===== src/hdl/rx_pkg.sv =====
// package: register map, fields and timing of the serial receiver
package rx_pkg;
  localparam logic [2:0] ADDR_RCV_STAT = 3'h0;
  localparam logic [2:0] ADDR_RCV_DATA = 3'h1;
  localparam logic [2:0] ADDR_TX_STAT = 3'h2;
  localparam logic [2:0] ADDR_BAUD_CTRL = 3'h3;
  localparam logic [2:0] ADDR_DIV_HI = 3'h4;
  localparam logic [2:0] ADDR_DIV_LO = 3'h5;
  localparam logic [2:0] ADDR_IRQ_CTRL = 3'h6;
  // receive_status_control fields
  localparam int RS_PORT_EN = 7;
  localparam int RS_NINE = 6;
  localparam int RS_CONT = 4;
  localparam int RS_ADDR = 3;
  localparam int RS_FRAMING_ERROR_FLAG = 2;
  localparam int RS_OVERRUN_ERROR_FLAG = 1;
  localparam int RS_BIT9 = 0;
  // transmit_status_control fields
  localparam int TS_SYNC = 4;
  localparam int TS_HIGH_SPEED = 2;
  // baud_control fields
  localparam int BC_IDLE = 6;
  localparam int BC_INVERT = 5;
  localparam int BC_DIV16 = 3;
  localparam int BC_WAKE = 1;
  // irq control fields
  localparam int IC_FLAG = 3;
  localparam int IC_PRIO = 2;
  localparam int IC_GLOBAL = 1;
  localparam int IC_ENABLE = 0;
  localparam logic [7:0] RESET_BYTE = 8'h00;
  localparam logic [3:0] OVERSAMPLE = 4'hF;
  localparam logic [3:0] MID_SAMPLE = 4'h7;
  localparam logic [1:0] PRESCALE_X4 = 2'h3;
  typedef enum logic [1:0] {RX_IDLE, RX_START, RX_DATA, RX_STOP} rx_state_t;
endpackage


===== src/hdl/serial_receiver.sv =====
// serial receiver with address detect and wake-up on break
`timescale 1ns/1ps
// Behaviour
// - recover bits with x16 oversampler feeding the bit shifter
// - invert serial input when receive_polarity_invert set
// - asynchronous operation only when sync clear and port enabled
// - nine-bit mode stores ninth bit in status register
// - accept characters only while continuous receive enable is set
// - set receive-complete flag per character; irq only if enabled
// - framing and overrun reported; cleared by clearing receive enable
// - low eight bits readable in receive data register
// - address detect in nine-bit mode withholds data characters from buffer and flag
// - irq acknowledged only with local and global enable; priority selects level
// - asleep, clocks stop; no reception possible
// - wake-up only in asynchronous mode, on receive line activity
// - wake enable suspends reception and watches for wake event
// - falling edge with wake enable sets receive-complete flag
// - wake irq synchronous awake, asynchronous while asleep
// - reading receive data clears pending wake interrupt
// - wake enable auto-clears on next rising edge after wake event
// - frame is start, eight or nine data bits LSB first, one stop
// - generator gives x16 or x64 sample clock by mode bits
module serial_receiver
  import rx_pkg::*;
(
  input wire logic clk_sys,
  input wire logic sys_rst,
  input wire logic [2:0] reg_addr,
  input wire logic [7:0] reg_wdata,
  input wire logic reg_wr,
  input wire logic reg_rd,
  output logic [7:0] reg_rdata,
  input wire logic serial_input_pin,
  input wire logic sleep_mode,
  output logic irq_high,
  output logic irq_low,
  output logic wake_request
);
  import rx_pkg::*;

  // ----------------------------------------------------------------
  // registers
  // ----------------------------------------------------------------
  logic [7:0] stat_r;
  logic [7:0] data_r;
  logic [7:0] txs_r;
  logic [7:0] baud_r;
  logic [7:0] div_hi_r;
  logic [7:0] div_lo_r;
  logic [2:0] irqc_r;
  logic flag_r;
  logic full_r;
  logic wake_seen_r;
  logic pin_s1_r;
  logic pin_s2_r;
  logic line_prev_r;
  logic line;
  logic async_on;
  logic run;
  logic rd_data;
  logic wr_stat;
  logic wr_baud;
  logic clr_err;

  // strobe qualified by a register index
  function automatic logic hit(input logic stb, input logic [2:0] idx, input logic [2:0] at);
    hit = stb && (idx == at);
  endfunction

  assign rd_data = hit(reg_rd, reg_addr, ADDR_RCV_DATA);
  assign wr_stat = hit(reg_wr, reg_addr, ADDR_RCV_STAT);
  assign wr_baud = hit(reg_wr, reg_addr, ADDR_BAUD_CTRL);
  // errors drop while continuous receive is off or being turned off
  assign clr_err = !stat_r[RS_CONT] || (wr_stat && !reg_wdata[RS_CONT]);
  // async mode requires sync clear and port enabled
  assign async_on = stat_r[RS_PORT_EN] && !txs_r[TS_SYNC];
  // clocks to the port stop while asleep
  assign run = async_on && !sleep_mode;

  // ----------------------------------------------------------------
  // pin synchroniser and polarity
  // ----------------------------------------------------------------
  always_ff @(posedge clk_sys) begin
    if (sys_rst) begin
      pin_s1_r <= 1'b1;
      pin_s2_r <= 1'b1;
    end else begin
      pin_s1_r <= serial_input_pin;
      pin_s2_r <= pin_s1_r;
    end
  end

  assign line = pin_s2_r ^ baud_r[BC_INVERT];

  always_ff @(posedge clk_sys) begin
    if (sys_rst) begin
      line_prev_r <= 1'b1;
    end else begin
      line_prev_r <= line;
    end
  end

  // ----------------------------------------------------------------
  // baud generator: sample tick at x16 bit rate
  // ----------------------------------------------------------------
  logic [15:0] brg_cnt_r;
  logic [1:0] pre_r;
  logic [15:0] div_val;
  logic brg_wrap;
  logic tick;
  logic x64;

  assign div_val = baud_r[BC_DIV16] ? {div_hi_r, div_lo_r} : {8'h00, div_lo_r};
  // x64 when neither high speed nor 16-bit; else x16
  assign x64 = !txs_r[TS_HIGH_SPEED] && !baud_r[BC_DIV16];
  assign brg_wrap = run && (brg_cnt_r == 16'h0000);
  assign tick = brg_wrap && (!x64 || pre_r == PRESCALE_X4);

  always_ff @(posedge clk_sys) begin
    if (sys_rst || !run) begin
      brg_cnt_r <= div_val;
      pre_r <= 2'h0;
    end else if (brg_wrap) begin
      brg_cnt_r <= div_val;
      pre_r <= pre_r + 2'h1;
    end else begin
      brg_cnt_r <= brg_cnt_r - 16'h0001;
    end
  end

  // ----------------------------------------------------------------
  // receive state machine
  // ----------------------------------------------------------------
  rx_state_t state_r;
  logic [3:0] samp_r;
  logic [3:0] bit_r;
  logic [8:0] shift_r;
  logic rx_enable;
  logic frame_done;
  logic frame_stop;
  logic [3:0] nbits;

  // wake mode idles the receiver; overrun halts it
  assign rx_enable = run && stat_r[RS_CONT] && !baud_r[BC_WAKE] && !stat_r[RS_OVERRUN_ERROR_FLAG];
  assign nbits = stat_r[RS_NINE] ? 4'h9 : 4'h8;

  always_ff @(posedge clk_sys) begin
    if (sys_rst || !rx_enable) begin
      state_r <= RX_IDLE;
      samp_r <= 4'h0;
      bit_r <= 4'h0;
      shift_r <= 9'h000;
    end else if (tick) begin
      unique case (state_r)
        RX_IDLE: begin
          samp_r <= 4'h0;
          if (!line) begin
            state_r <= RX_START;
          end
        end
        RX_START: begin
          samp_r <= samp_r + 4'h1;
          if (samp_r == MID_SAMPLE) begin
            samp_r <= 4'h0;
            bit_r <= 4'h0;
            state_r <= line ? RX_IDLE : RX_DATA;
          end
        end
        RX_DATA: begin
          samp_r <= samp_r + 4'h1;
          if (samp_r == OVERSAMPLE) begin
            shift_r <= stat_r[RS_NINE] ? {line, shift_r[8:1]} : {1'b0, line, shift_r[7:1]};
            bit_r <= bit_r + 4'h1;
            if (bit_r == nbits - 4'h1) begin
              state_r <= RX_STOP;
            end
          end
        end
        RX_STOP: begin
          samp_r <= samp_r + 4'h1;
          if (samp_r == OVERSAMPLE) begin
            state_r <= RX_IDLE;
          end
        end
      endcase
    end
  end

  assign frame_done = rx_enable && tick && state_r == RX_STOP && samp_r == OVERSAMPLE;
  assign frame_stop = line;

  logic accept;
  logic store;
  // data characters dropped while address detect is on in nine-bit mode
  assign accept = !(stat_r[RS_NINE] && stat_r[RS_ADDR]) || shift_r[8];
  assign store = frame_done && accept && !full_r;

  // ----------------------------------------------------------------
  // wake-up on break
  // ----------------------------------------------------------------
  logic fall;
  logic rise;
  assign fall = line_prev_r && !line;
  assign rise = !line_prev_r && line;

  always_ff @(posedge clk_sys) begin
    if (sys_rst || !async_on || !baud_r[BC_WAKE]) begin
      wake_seen_r <= 1'b0;
    end else if (fall) begin
      wake_seen_r <= 1'b1;
    end
  end

  // asleep the request leaves without waiting for a sample tick
  always_ff @(posedge clk_sys) begin
    if (sys_rst) begin
      wake_request <= 1'b0;
    end else begin
      wake_request <= async_on && baud_r[BC_WAKE] && fall && sleep_mode;
    end
  end

  // ----------------------------------------------------------------
  // receive data and receive-complete flag
  // ----------------------------------------------------------------
  always_ff @(posedge clk_sys) begin
    if (sys_rst) begin
      data_r <= RESET_BYTE;
      full_r <= 1'b0;
    end else if (store) begin
      data_r <= shift_r[7:0];
      full_r <= 1'b1;
    end else if (rd_data) begin
      full_r <= 1'b0;
    end
  end

  // set wins over the read that clears it
  always_ff @(posedge clk_sys) begin
    if (sys_rst) begin
      flag_r <= 1'b0;
    end else if (store || (async_on && baud_r[BC_WAKE] && fall)) begin
      flag_r <= 1'b1;
    end else if (rd_data) begin
      flag_r <= 1'b0;
    end
  end

  // ----------------------------------------------------------------
  // status, control and errors
  // ----------------------------------------------------------------
  // a character landing beside the clear keeps its error
  always_ff @(posedge clk_sys) begin
    if (sys_rst) begin
      stat_r <= RESET_BYTE;
    end else begin
      if (wr_stat) begin
        stat_r[7:3] <= reg_wdata[7:3];
      end
      if (store) begin
        stat_r[RS_BIT9] <= shift_r[8];
        stat_r[RS_FRAMING_ERROR_FLAG] <= !frame_stop;
      end else if (clr_err) begin
        stat_r[RS_FRAMING_ERROR_FLAG] <= 1'b0;
      end
      if (frame_done && accept && full_r) begin
        stat_r[RS_OVERRUN_ERROR_FLAG] <= 1'b1;
      end else if (clr_err) begin
        stat_r[RS_OVERRUN_ERROR_FLAG] <= 1'b0;
      end
    end
  end

  always_ff @(posedge clk_sys) begin
    if (sys_rst) begin
      baud_r <= RESET_BYTE;
    end else begin
      if (wr_baud) begin
        baud_r[BC_INVERT] <= reg_wdata[BC_INVERT];
        baud_r[BC_DIV16] <= reg_wdata[BC_DIV16];
      end
      baud_r[BC_IDLE] <= state_r == RX_IDLE;
      if (wake_seen_r && rise) begin
        baud_r[BC_WAKE] <= 1'b0;
      end else if (wr_baud) begin
        baud_r[BC_WAKE] <= reg_wdata[BC_WAKE];
      end
    end
  end

  always_ff @(posedge clk_sys) begin
    if (sys_rst) begin
      txs_r <= RESET_BYTE;
    end else if (hit(reg_wr, reg_addr, ADDR_TX_STAT)) begin
      txs_r[TS_SYNC] <= reg_wdata[TS_SYNC];
      txs_r[TS_HIGH_SPEED] <= reg_wdata[TS_HIGH_SPEED];
    end
  end

  always_ff @(posedge clk_sys) begin
    if (sys_rst) begin
      div_hi_r <= RESET_BYTE;
    end else if (hit(reg_wr, reg_addr, ADDR_DIV_HI)) begin
      div_hi_r <= reg_wdata;
    end
  end

  always_ff @(posedge clk_sys) begin
    if (sys_rst) begin
      div_lo_r <= RESET_BYTE;
    end else if (hit(reg_wr, reg_addr, ADDR_DIV_LO)) begin
      div_lo_r <= reg_wdata;
    end
  end

  always_ff @(posedge clk_sys) begin
    if (sys_rst) begin
      irqc_r <= 3'h0;
    end else if (hit(reg_wr, reg_addr, ADDR_IRQ_CTRL)) begin
      irqc_r <= reg_wdata[2:0];
    end
  end

  // ----------------------------------------------------------------
  // interrupt request lines
  // ----------------------------------------------------------------
  logic irq_req;
  assign irq_req = flag_r && irqc_r[IC_ENABLE] && irqc_r[IC_GLOBAL];

  logic [7:0] irq_view;

  // interrupt control as software sees it, flag read-only
  always_comb begin
    irq_view = RESET_BYTE;
    irq_view[2:0] = irqc_r;
    irq_view[IC_FLAG] = flag_r;
  end

  always_ff @(posedge clk_sys) begin
    if (sys_rst) begin
      irq_high <= 1'b0;
      irq_low <= 1'b0;
    end else begin
      irq_high <= irq_req && irqc_r[IC_PRIO];
      irq_low <= irq_req && !irqc_r[IC_PRIO];
    end
  end

  // ----------------------------------------------------------------
  // read port
  // ----------------------------------------------------------------
  always_ff @(posedge clk_sys) begin
    if (sys_rst) begin
      reg_rdata <= RESET_BYTE;
    end else if (reg_rd) begin
      unique case (reg_addr)
        ADDR_RCV_STAT: reg_rdata <= stat_r;
        ADDR_RCV_DATA: reg_rdata <= data_r;
        ADDR_TX_STAT: reg_rdata <= txs_r;
        ADDR_BAUD_CTRL: reg_rdata <= baud_r;
        ADDR_DIV_HI: reg_rdata <= div_hi_r;
        ADDR_DIV_LO: reg_rdata <= div_lo_r;
        ADDR_IRQ_CTRL: reg_rdata <= irq_view;
        default: reg_rdata <= RESET_BYTE;
      endcase
    end else begin
      reg_rdata <= RESET_BYTE;
    end
  end
endmodule


===== config.mk =====
export PLATFORM = sky130hd
export DESIGN_NAME = serial_receiver
export DESIGN_NICKNAME = d
export VERILOG_FILES = /design/src/hdl/rx_pkg.sv /design/src/hdl/serial_receiver.sv
export SDC_FILE = /design/constraint.sdc
export NUM_CORES = 1
export LEC_CHECK = 0
export BUFFER_PORTS_ARGS = -buffer_cell sky130_fd_sc_hd__buf_2
export CAP_MARGIN = 5
export CORE_MARGIN = 8
export CORE_UTILIZATION = 24
export DETAILED_ROUTE_END_ITERATION = 12
export PLACE_DENSITY = 0.49
export SYNTH_ARGS = -nofsm -noshare
export SYNTH_HDL_FRONTEND = slang
export SYNTH_SLANG_ARGS = --single-unit

===== constraint.sdc =====
create_clock -name clk_sys -period 2.9 [get_ports clk_sys]
set_input_delay 0.435 -clock clk_sys [delete_from_list [all_inputs] [get_ports clk_sys]]
set_output_delay 0.435 -clock clk_sys [all_outputs]
set_load 0.02 [all_outputs]

==> impl_metrics.env, run 1 <==
export IMPL_boundary_pins=28
export IMPL_drv_max_cap_violation_count=0
export IMPL_achievable_frequency_mhz=432
export IMPL_critical_path_required_ns=3.16
export IMPL_core_region_area_sq_um=17200
export IMPL_drt_initial_drc_count=148
export IMPL_critical_path_cell_chain="nor4_4, nand3_2, a2111o_1, or3b_1, a21oi_1"
export IMPL_yosys_cell_types_count=58
export IMPL_timing_critical_path_fanout_max=11
export IMPL_postCtsResizedCells=0
export IMPL_ys_seq_elements=95
export IMPL_placed_area_sq_um=4570
export IMPL_hp_class="in -> reg"
export IMPL_fp_dieArea_sq_um=22100
export IMPL_layout_setup_ws_ns=0.587
export IMPL_yosys_warnings=0
export IMPL_clock_tree_htree_level_count=3
export IMPL_mappedNetlistArea_sq_um=4210
export IMPL_fin_tns_setup_ns=0
export IMPL_ant_nets=0
export IMPL_synth_yosys_seq_area_share_pct=45.1
export IMPL_outcome="completed"
export IMPL_hpwlAfterDp_mm=8.00
export IMPL_final_setup_skew_ns=0.00712
export IMPL_synth_area_top_cells="sky130_fd_sc_hd__dfxtp_1 (45%), sky130_fd_sc_hd__mux2i_1 (7.8%), sky130_fd_sc_hd__nand2_1 (5.5%)"
export IMPL_final_period_utilization_pct=79.8
export IMPL_drt_wl_total_mm=11.0
export IMPL_numCtsBuffers=9
export IMPL_final_cell_count_no_fill=720
export IMPL_antenna_diode_instance_count=0
export IMPL_worst_setup_path_end_kind="flip-flop"
export IMPL_synthCells=471
export IMPL_pwr_density_cell_nw_per_um2=554
export IMPL_tightest_slew_ns=0.614
export IMPL_commonest_non_fill_non_tap_cell_in_the_layout="sky130_fd_sc_hd__dfxtp_1"
export IMPL_crit_buf_inv=0
export IMPL_post_synth_top_area_cell="sky130_fd_sc_hd__dfxtp_1"
export IMPL_timing_worst_setup_path_type="reg -> reg"
export IMPL_drive_gt1_share_pct=14.9
export IMPL_wl_per_cell_um=15.2
export IMPL_route_detailed_drc=0
export IMPL_setup_viol=0
export IMPL_finalWorstPathRequiredPeriod_ns=2.31
export IMPL_n_fill_cell=1830
export IMPL_postSynthAreaPerCell_sq_um=8.95
export IMPL_die_height_um=149
export IMPL_tritoncts="yes"
export IMPL_clock_pin_transition_on_the_worst_setup_and_hold_timing_paths_ns=0.07
export IMPL_timing_critical_path_from_type="flip-flop"
export IMPL_row_count=48
export IMPL_cts_root_buffer="sky130_fd_sc_hd__clkbuf_16"
export IMPL_global_routing_usage_summed_across_all_routing_layers_pct=10.3
export IMPL_placement_setup_worst_slack_ns=0.581
export IMPL_final_max_slew_violation_count=0
export IMPL_numClockSinks=95
export IMPL_total_leakage_power_nw=1.73
export IMPL_gr_total_overflow=0
export IMPL_crit_path_max_incr_delay_ns=0.55
export IMPL_num_vias=3368
export IMPL_pin_count_of_the_biggest_net_entering_global_routing=48
export IMPL_syn2layout_area_growth_pct=15.5
export IMPL_cts_path_max_buffers=2
export IMPL_first_global_vias=3350
export IMPL_cp_top_family="simple AND/OR/NAND/NOR gates"
export IMPL_clk_latency_ns=0.34
export IMPL_synth_edf_count=0
export IMPL_crit_slowest_cell="sky130_fd_sc_hd__a2111o_1"
export IMPL_place_port_buffers=27
export IMPL_nets=512
export IMPL_most_used_flip_flop_cell_after_synthesis="sky130_fd_sc_hd__dfxtp_1"
export IMPL_synth_async_reset_ratio_pct=0
export IMPL_cp_arrival_ns=2.57
export IMPL_start_util_pct=24.4
export IMPL_dr_pass1_iters=4
export IMPL_rsz_0062_raised_after_global_routing="no"
export IMPL_antenna_violations_before_repair=0
export IMPL_timing_hold_violations_final=0
export IMPL_holdBufCountCts=0
export IMPL_die_w_um=149
export IMPL_vias_per_cell=4.68
export IMPL_mostFrequentLayoutCells="sky130_fd_sc_hd__dfxtp_1 (95), sky130_fd_sc_hd__nand2_1 (62), sky130_fd_sc_hd__nor2_1 (55)"
export IMPL_globalplace_congestion=0.802
export IMPL_peakVddDrop_mv=0.321
export IMPL_slew_headroom_pct=58.9
export IMPL_cts_post_setup_buffers_inserted=0
export IMPL_grt_first_pass_wirelength_mm=18.0
export IMPL_numPlacedInstances=704
export IMPL_area_share_of_the_largest_cell_type_after_synthesis_pct=45.1
export IMPL_final_area_sq_um=4870
export IMPL_syn_nets=493
## metrics by stage
stage / util, % / hold WS, ns / power, W
floorplan: - / 0.389 / 0.00149
global placement: 26.5 / 0.414 / 0.00153
detailed placement: 26.5 / 0.408 / 0.00153
CTS: 28.2 / 0.268 / 0.00273
global route: 28.2 / 0.265 / 0.00280
finish: 28.2 / 0.280 / 0.00270
## cells in the mapped netlist (all sizes together), types with 2 or more instances
cell type	instances
dfxtp	95
nand2	62
nor2	55
mux2i	33
a21oi	32
o21ai	23
nand3	20
clkbuf	19
xnor2	11
nor3	9
a22oi	8
inv	7
mux2	7
buf	6
nor2b	6
nor4	6
or3	6
xor2	6
ha	5
nor3b	5
or2	5
nand3b	4
nand4	4
and2	3
and3	3
nor4b	3
o22a	3
a211oi	2
a221oi	2
a31oi	2
mux4	2
nand2b	2
## kinds of logic after synthesis
logic type	count (synthesis)	share of synthesized area, %
AOI/OAI and AO/OA	80	11.4
adders and majority gates	5	1.48
DFF	95	45.1
xor gates and xnor gates	17	3.53
buffers and inverters	32	3.27
muxes	42	10.8
and+or+nand+nor	200	24.4
## state kept, by name, indices dropped and copies added, names as in the netlist, 3 cells and up, named ones only
register,count
brg_cnt_r,16
shift_r,9
data_r,8
div_hi_r,8
div_lo_r,8
reg_rdata,8
stat_r,8
baud_r,4
bit_r,4
samp_r,4
irqc_r,3
## path summary, 6_finish.rpt
check        cells past startpoint  slack, ns       end              from
max                              5       0.59  bit_r[0]      brg_cnt_r[4]
min                              2       0.28  pin_s1_r  serial_input_pin
max reg2reg                      5       0.59  bit_r[0]      brg_cnt_r[4]
min reg2reg                      1       0.42  pin_s2_r          pin_s1_r
## worst reg2reg max path, stage by stage (launching register included)
cell and delay [ns]:
sky130_fd_sc_hd__dfxtp_1 0.35, sky130_fd_sc_hd__nor4_4 0.48, sky130_fd_sc_hd__nand3_2 0.32, sky130_fd_sc_hd__a2111o_1 0.55
sky130_fd_sc_hd__or3b_1 0.39, sky130_fd_sc_hd__a21oi_1 0.14
## report_power, final
| part | internal (W) | leakage [nW] | total [W] | switching (W) |
|---|---|---|---|---|
| Combinational | 0.0000651 | 0.825 | 0.000170 | 0.000105 |
| Sequential | 0.00132 | 0.768 | 0.00133 | 0.0000155 |
| Clock | 0.000670 | 0.142 | 0.00119 | 0.000520 |
## cell type report
| class | count | area, sq um | area share, % |
|---|---|---|---|
| sequential | 95 | 1900 | 39.1 |
| tap | 225 | 282 | 5.78 |
| inverter | 7 | 26.3 | 0.540 |
| multi-input combinational | 344 | 2180 | 44.8 |
| clock buffer | 9 | 225 | 4.63 |
| clock inverter | 7 | 72.6 | 1.49 |
| timing repair buffer | 33 | 180 | 3.70 |
## metal layers
| layer | global-route usage (%) | wire [um] | vias up |
|---|---|---|---|
| met5 | 0 | 0 | - |
| met4 | 4.23 | 221 | 0 |
| met3 | 1.82 | 372 | 15 |
| met2 | 16.6 | 5140 | 74 |
| met1 | 13.4 | 5240 | 1585 |
| li1 | - | - | 1694 |
Note: power is estimated with default switching activity, not from simulation.
==> inputs of run 2 (changes only) <==
clock period = 2.3 ns   (was 2.9 ns; I/O delays follow)
==> impl_metrics.env, run 2 (same netlist as run 1, synthesis figures left out) <==
export IMPL_fin_tns_setup_ns=0
export IMPL_critical_path_required_ns=2.51
export IMPL_crit_slowest_cell="sky130_fd_sc_hd__nor3b_1"
export IMPL_clock_tree_htree_level_count=3
export IMPL_timing_critical_path_fanout_max=12
export IMPL_start_util_pct=24.4
export IMPL_cts_post_setup_buffers_inserted=0
export IMPL_tritoncts="yes"
export IMPL_cp_arrival_ns=2.23
export IMPL_nets=517
export IMPL_finalWorstPathRequiredPeriod_ns=2.02
export IMPL_crit_path_max_incr_delay_ns=0.50
export IMPL_wl_met3_um=301
export IMPL_die_w_um=149
export IMPL_antenna_diode_instance_count=0
export IMPL_globalplace_congestion=0.809
export IMPL_clock_pin_transition_on_the_worst_setup_and_hold_timing_paths_ns=0.07
export IMPL_postCtsResizedCells=0
export IMPL_fp_dieArea_sq_um=22100
export IMPL_mostFrequentLayoutCells="sky130_fd_sc_hd__dfxtp_1 (95), sky130_fd_sc_hd__nand2_1 (62), sky130_fd_sc_hd__nor2_1 (55)"
export IMPL_final_max_slew_violation_count=0
export IMPL_route_top_layer_used="met4"
export IMPL_syn2layout_area_growth_pct=16.6
export IMPL_timing_worst_setup_path_type="reg -> reg"
export IMPL_hp_class="in -> reg"
export IMPL_numPlacedInstances=709
export IMPL_met1_length_mm=5.25
export IMPL_ant_nets=0
export IMPL_timing_critical_path_from_type="flip-flop"
export IMPL_largestRegisters="brg_cnt_r (16), shift_r (9)"
export IMPL_setup_viol=0
export IMPL_drt_wl_total_mm=11.2
export IMPL_peakVddDrop_mv=0.329
export IMPL_die_height_um=149
export IMPL_final_core_util_pct=28.5
export IMPL_commonest_non_fill_non_tap_cell_in_the_layout="sky130_fd_sc_hd__dfxtp_1"
export IMPL_largest_register="brg_cnt_r"
export IMPL_drv_max_cap_violation_count=0
export IMPL_numCtsBuffers=9
export IMPL_largest_reg_flops=16
export IMPL_achievable_frequency_mhz=494
export IMPL_outcome="completed"
export IMPL_route_detailed_drc=0
export IMPL_clk_latency_ns=0.34
export IMPL_final_period_utilization_pct=88.0
export IMPL_drt_initial_drc_count=222
export IMPL_core_region_area_sq_um=17200
export IMPL_dr_pass1_iters=5
export IMPL_row_count=48
export IMPL_worst_setup_path_end_kind="flip-flop"
export IMPL_holdBufCountCts=0
export IMPL_drive_gt1_share_pct=15.6
export IMPL_rsz_0062_raised_after_global_routing="no"
export IMPL_pin_count_of_the_biggest_net_entering_global_routing=48
export IMPL_numClockSinks=95
export IMPL_pwr_density_cell_nw_per_um2=701
export IMPL_first_global_vias=3413
export IMPL_wl_per_cell_um=15.4
export IMPL_place_port_buffers=27
export IMPL_critical_path_cell_chain="nor3b_1, nand4_1, nor4_2, buf_4, mux2i_1, nor2_1"
export IMPL_total_leakage_power_nw=1.77
export IMPL_slew_headroom_pct=62.9
export IMPL_global_routing_usage_summed_across_all_routing_layers_pct=10.2
export IMPL_final_cell_count_no_fill=725
export IMPL_final_setup_skew_ns=0.00883
export IMPL_timing_hold_violations_final=0
export IMPL_num_vias=3394
export IMPL_hpwlAfterDp_mm=8.21
export IMPL_grt_first_pass_wirelength_mm=17.9
export IMPL_cts_path_max_buffers=2
export IMPL_boundary_pins=28
export IMPL_gr_total_overflow=0
export IMPL_cts_root_buffer="sky130_fd_sc_hd__clkbuf_16"
export IMPL_vias_per_cell=4.68
export IMPL_tightest_slew_ns=0.555
export IMPL_antenna_violations_before_repair=0
export IMPL_met2RoutedLength_mm=5.38
[run 2: cell types whose count changed in the layout (fill, tap and decap cells not counted), sizes merged]
cell and delta:
buf +5, clkinvlp -2, clkbuf +1, clkinv -2
inv +3
[run 2: final timing paths]
kind                                  startpoint        end  slack (ns)  cells past startpoint
worst max-delay path                   stat_r[4]  data_r[4]        0.28                      6
worst min-delay path            serial_input_pin   pin_s1_r        0.19                      2
worst max register to register         stat_r[4]  data_r[4]        0.28                      6
worst min register to register          pin_s1_r   pin_s2_r        0.42                      1
[run 2: per-stage QoR]
stage,hold slack [ns],area [sq um],total power [W],setup slack (ns)
global route,0.183,4910,0.00359,0.152
detailed placement,0.407,4610,0.00195,0.279
CTS,0.174,4910,0.00349,0.273
global placement,0.417,4610,0.00194,0.299
floorplan,0.389,4210,0.00187,0.230
finish,0.185,4910,0.00345,0.277
[run 2: final cells by class]
| cell class | count | area [sq um] |
|---|---|---|
| fill | 1812 | 12300 |
| timing repair buffer | 38 | 218 |
| multi-input combinational | 344 | 2180 |
| clock buffer | 10 | 229 |
| tap | 225 | 282 |
| sequential | 95 | 1900 |
| clock inverter | 6 | 76.3 |
| inverter | 7 | 26.3 |
[run 2: routing by layer]
metal	track usage, %	vias up
li1	-	1700
met1	12.6	1621
met2	17.2	61
met3	1.94	12
met4	3.98	0
met5	0	-
[run 2: where the power goes]
part           leakage (nW)  internal, W  switching [W]
Sequential            0.768      0.00166      0.0000185
Clock                 0.150     0.000865       0.000673
Combinational         0.848    0.0000882       0.000139
Total                  1.77      0.00262       0.000830
[run 2: critical path, delay by kind of cell, from the launching register on]
kind | cells | cell delay, ns
buf+inv | 1 | 0.27
flops | 1 | 0.39
mux | 1 | 0.21
simple gates | 4 | 1.02
==> inputs of run 3 (changes only) <==
clock period = 2.6 ns   (was 2.3 ns; I/O delays follow)
==> impl_metrics.env, run 3 (same netlist as run 1, synthesis figures left out) <==
export IMPL_wl_per_cell_um=15.3
export IMPL_route_detailed_drc=0
export IMPL_p_total_w=0.00300
export IMPL_globalRoute_busiestLayer="met2"
export IMPL_setup_viol=0
export IMPL_final_setup_skew_ns=0.00729
export IMPL_num_vias=3355
export IMPL_hpwlAfterDp_mm=8.21
export IMPL_rsz_0062_raised_after_global_routing="no"
export IMPL_numCtsBuffers=9
export IMPL_gr_total_overflow=0
export IMPL_global_routing_usage_summed_across_all_routing_layers_pct=10.2
export IMPL_drive_gt1_share_pct=15.1
export IMPL_final_cell_count_no_fill=721
export IMPL_finalWorstPathRequiredPeriod_ns=2.23
export IMPL_ant_nets=0
export IMPL_setup_slack_on_the_worst_flop_to_flop_path_ns=0.37
export IMPL_slew_headroom_pct=65.8
export IMPL_nets=515
export IMPL_antenna_diode_instance_count=0
export IMPL_worst_setup_path_end_kind="flip-flop"
export IMPL_peakVddDrop_mv=0.276
export IMPL_core_region_area_sq_um=17200
export IMPL_grt_first_pass_wirelength_mm=17.8
export IMPL_syn2layout_area_growth_pct=16.0
export IMPL_timing_critical_path_from_type="flip-flop"
export IMPL_pin_count_of_the_biggest_net_entering_global_routing=48
export IMPL_final_core_util_pct=28.4
export IMPL_clk_latency_ns=0.33
export IMPL_drt_wl_total_mm=11.0
export IMPL_whs_endpoint="pin_s1_r"
export IMPL_final_period_utilization_pct=85.9
export IMPL_crit_reg2reg_launch="brg_cnt_r[9]"
export IMPL_clock_tree_htree_level_count=3
export IMPL_min_from="serial_input_pin"
export IMPL_pwr_density_cell_nw_per_um2=614
export IMPL_fp_dieArea_sq_um=22100
export IMPL_antenna_violations_before_repair=0
export IMPL_cts_path_max_buffers=2
export IMPL_largestRegisters="brg_cnt_r (16), shift_r (9)"
export IMPL_placement_setup_worst_slack_ns=0.380
export IMPL_regToRegEndpoint="bit_r[0]"
export IMPL_cp_arrival_ns=2.49
export IMPL_number_of_cells_on_the_worst_reg_to_reg_path=5
export IMPL_total_leakage_power_nw=1.75
export IMPL_tightest_slew_ns=0.514
export IMPL_achievable_frequency_mhz=448
export IMPL_worst_hold_path_num_cells=2
export IMPL_n_fill_cell=1827
export IMPL_tritoncts="yes"
export IMPL_fin_tns_setup_ns=0
export IMPL_row_count=48
export IMPL_die_w_um=149
export IMPL_outcome="completed"
export IMPL_timing_worst_setup_path_type="reg -> reg"
export IMPL_drt_initial_drc_count=204
export IMPL_grt_met1_usage_pct=13.1
export IMPL_start_util_pct=24.4
export IMPL_globalRouteMet2Util_pct=16.7
export IMPL_globalplace_congestion=0.823
export IMPL_numClockSinks=95
export IMPL_cts_root_buffer="sky130_fd_sc_hd__clkbuf_16"
export IMPL_final_max_slew_violation_count=0
export IMPL_hp_class="in -> reg"
export IMPL_postCtsResizedCells=0
export IMPL_timing_critical_path_fanout_max=11
export IMPL_largest_register="brg_cnt_r"
export IMPL_first_global_vias=3315
export IMPL_drv_max_cap_violation_count=0
export IMPL_holdBufCountCts=0
export IMPL_largest_reg_flops=16
export IMPL_dr_pass1_iters=4
export IMPL_clock_pin_transition_on_the_worst_setup_and_hold_timing_paths_ns=0.06
export IMPL_commonest_non_fill_non_tap_cell_in_the_layout="sky130_fd_sc_hd__dfxtp_1"
export IMPL_numPlacedInstances=707
export IMPL_mostFrequentLayoutCells="sky130_fd_sc_hd__dfxtp_1 (95), sky130_fd_sc_hd__nand2_1 (62), sky130_fd_sc_hd__nor2_1 (55)"
export IMPL_timing_hold_violations_final=0
export IMPL_layout_setup_ws_ns=0.367
export IMPL_use_met3_pct=1.79
export IMPL_vias_per_cell=4.65
export IMPL_place_port_buffers=27
export IMPL_boundary_pins=28
export IMPL_cts_post_setup_buffers_inserted=0
export IMPL_die_height_um=149
export IMPL_critical_path_required_ns=2.86
[run 3: cell types whose count changed in the layout (fill, tap and decap cells not counted)]
cell / delta
sky130_fd_sc_hd__clkbuf_1: -1
sky130_fd_sc_hd__clkbuf_8: +2
sky130_fd_sc_hd__inv_6: -3
sky130_fd_sc_hd__buf_4: -2
sky130_fd_sc_hd__inv_8: -1
sky130_fd_sc_hd__clkinv_2: +1
[run 3: worst max path at each step]
stage	startpoint	end	slack [ns]	cells past startpoint
final	brg_cnt_r[9]	bit_r[0]	0.37	5
after global routing	brg_cnt_r[8]	bit_r[0]	0.18	5
after CTS	brg_cnt_r[9]	bit_r[0]	0.36	5
after detailed placement	brg_cnt_r[9]	bit_r[0]	0.38	5
after global placement	brg_cnt_r[9]	bit_r[0]	0.43	5
after floorplan	brg_cnt_r[4]	samp_r[3]	0.53	7
[run 3: critical path, cell delays in order, from the launching register on]
cell and delay, ns:
sky130_fd_sc_hd__dfxtp_1 0.33, sky130_fd_sc_hd__nor4_2 0.45, sky130_fd_sc_hd__nand3_2 0.28, sky130_fd_sc_hd__a2111o_1 0.54, sky130_fd_sc_hd__or3b_1 0.40, sky130_fd_sc_hd__a21oi_1 0.15
[run 3: cell type report]
class / count / area [sq um] / area share [%]
inverters: 7 / 26.3 / 0.537
clock inverters: 3 / 43.8 / 0.896
clock buffers: 11 / 253 / 5.17
repair buffers: 36 / 203 / 4.15
multi-input cells: 344 / 2180 / 44.6
well taps: 225 / 282 / 5.76
flip-flops and latches: 95 / 1900 / 38.9
[run 3: routing by layer]
metal,vias to the layer above,wire length (um)
li1,1694,-
met1,1608,5230
met2,42,5320
met3,11,260
met4,0,202
met5,-,0
[run 3: where the power goes]
part | switching (W) | internal [W]
registers | 0.0000164 | 0.00147
clock network | 0.000532 | 0.000787
logic | 0.000120 | 0.0000747
[run 3: metrics by stage]
| stage | hold slack [ns] | instance area, sq um |
|---|---|---|
| floorplan | 0.389 | 4210 |
| global placement | 0.412 | 4590 |
| detailed placement | 0.395 | 4590 |
| CTS | 0.223 | 4890 |
| global route | 0.233 | 4890 |
| finish | 0.238 | 4890 |
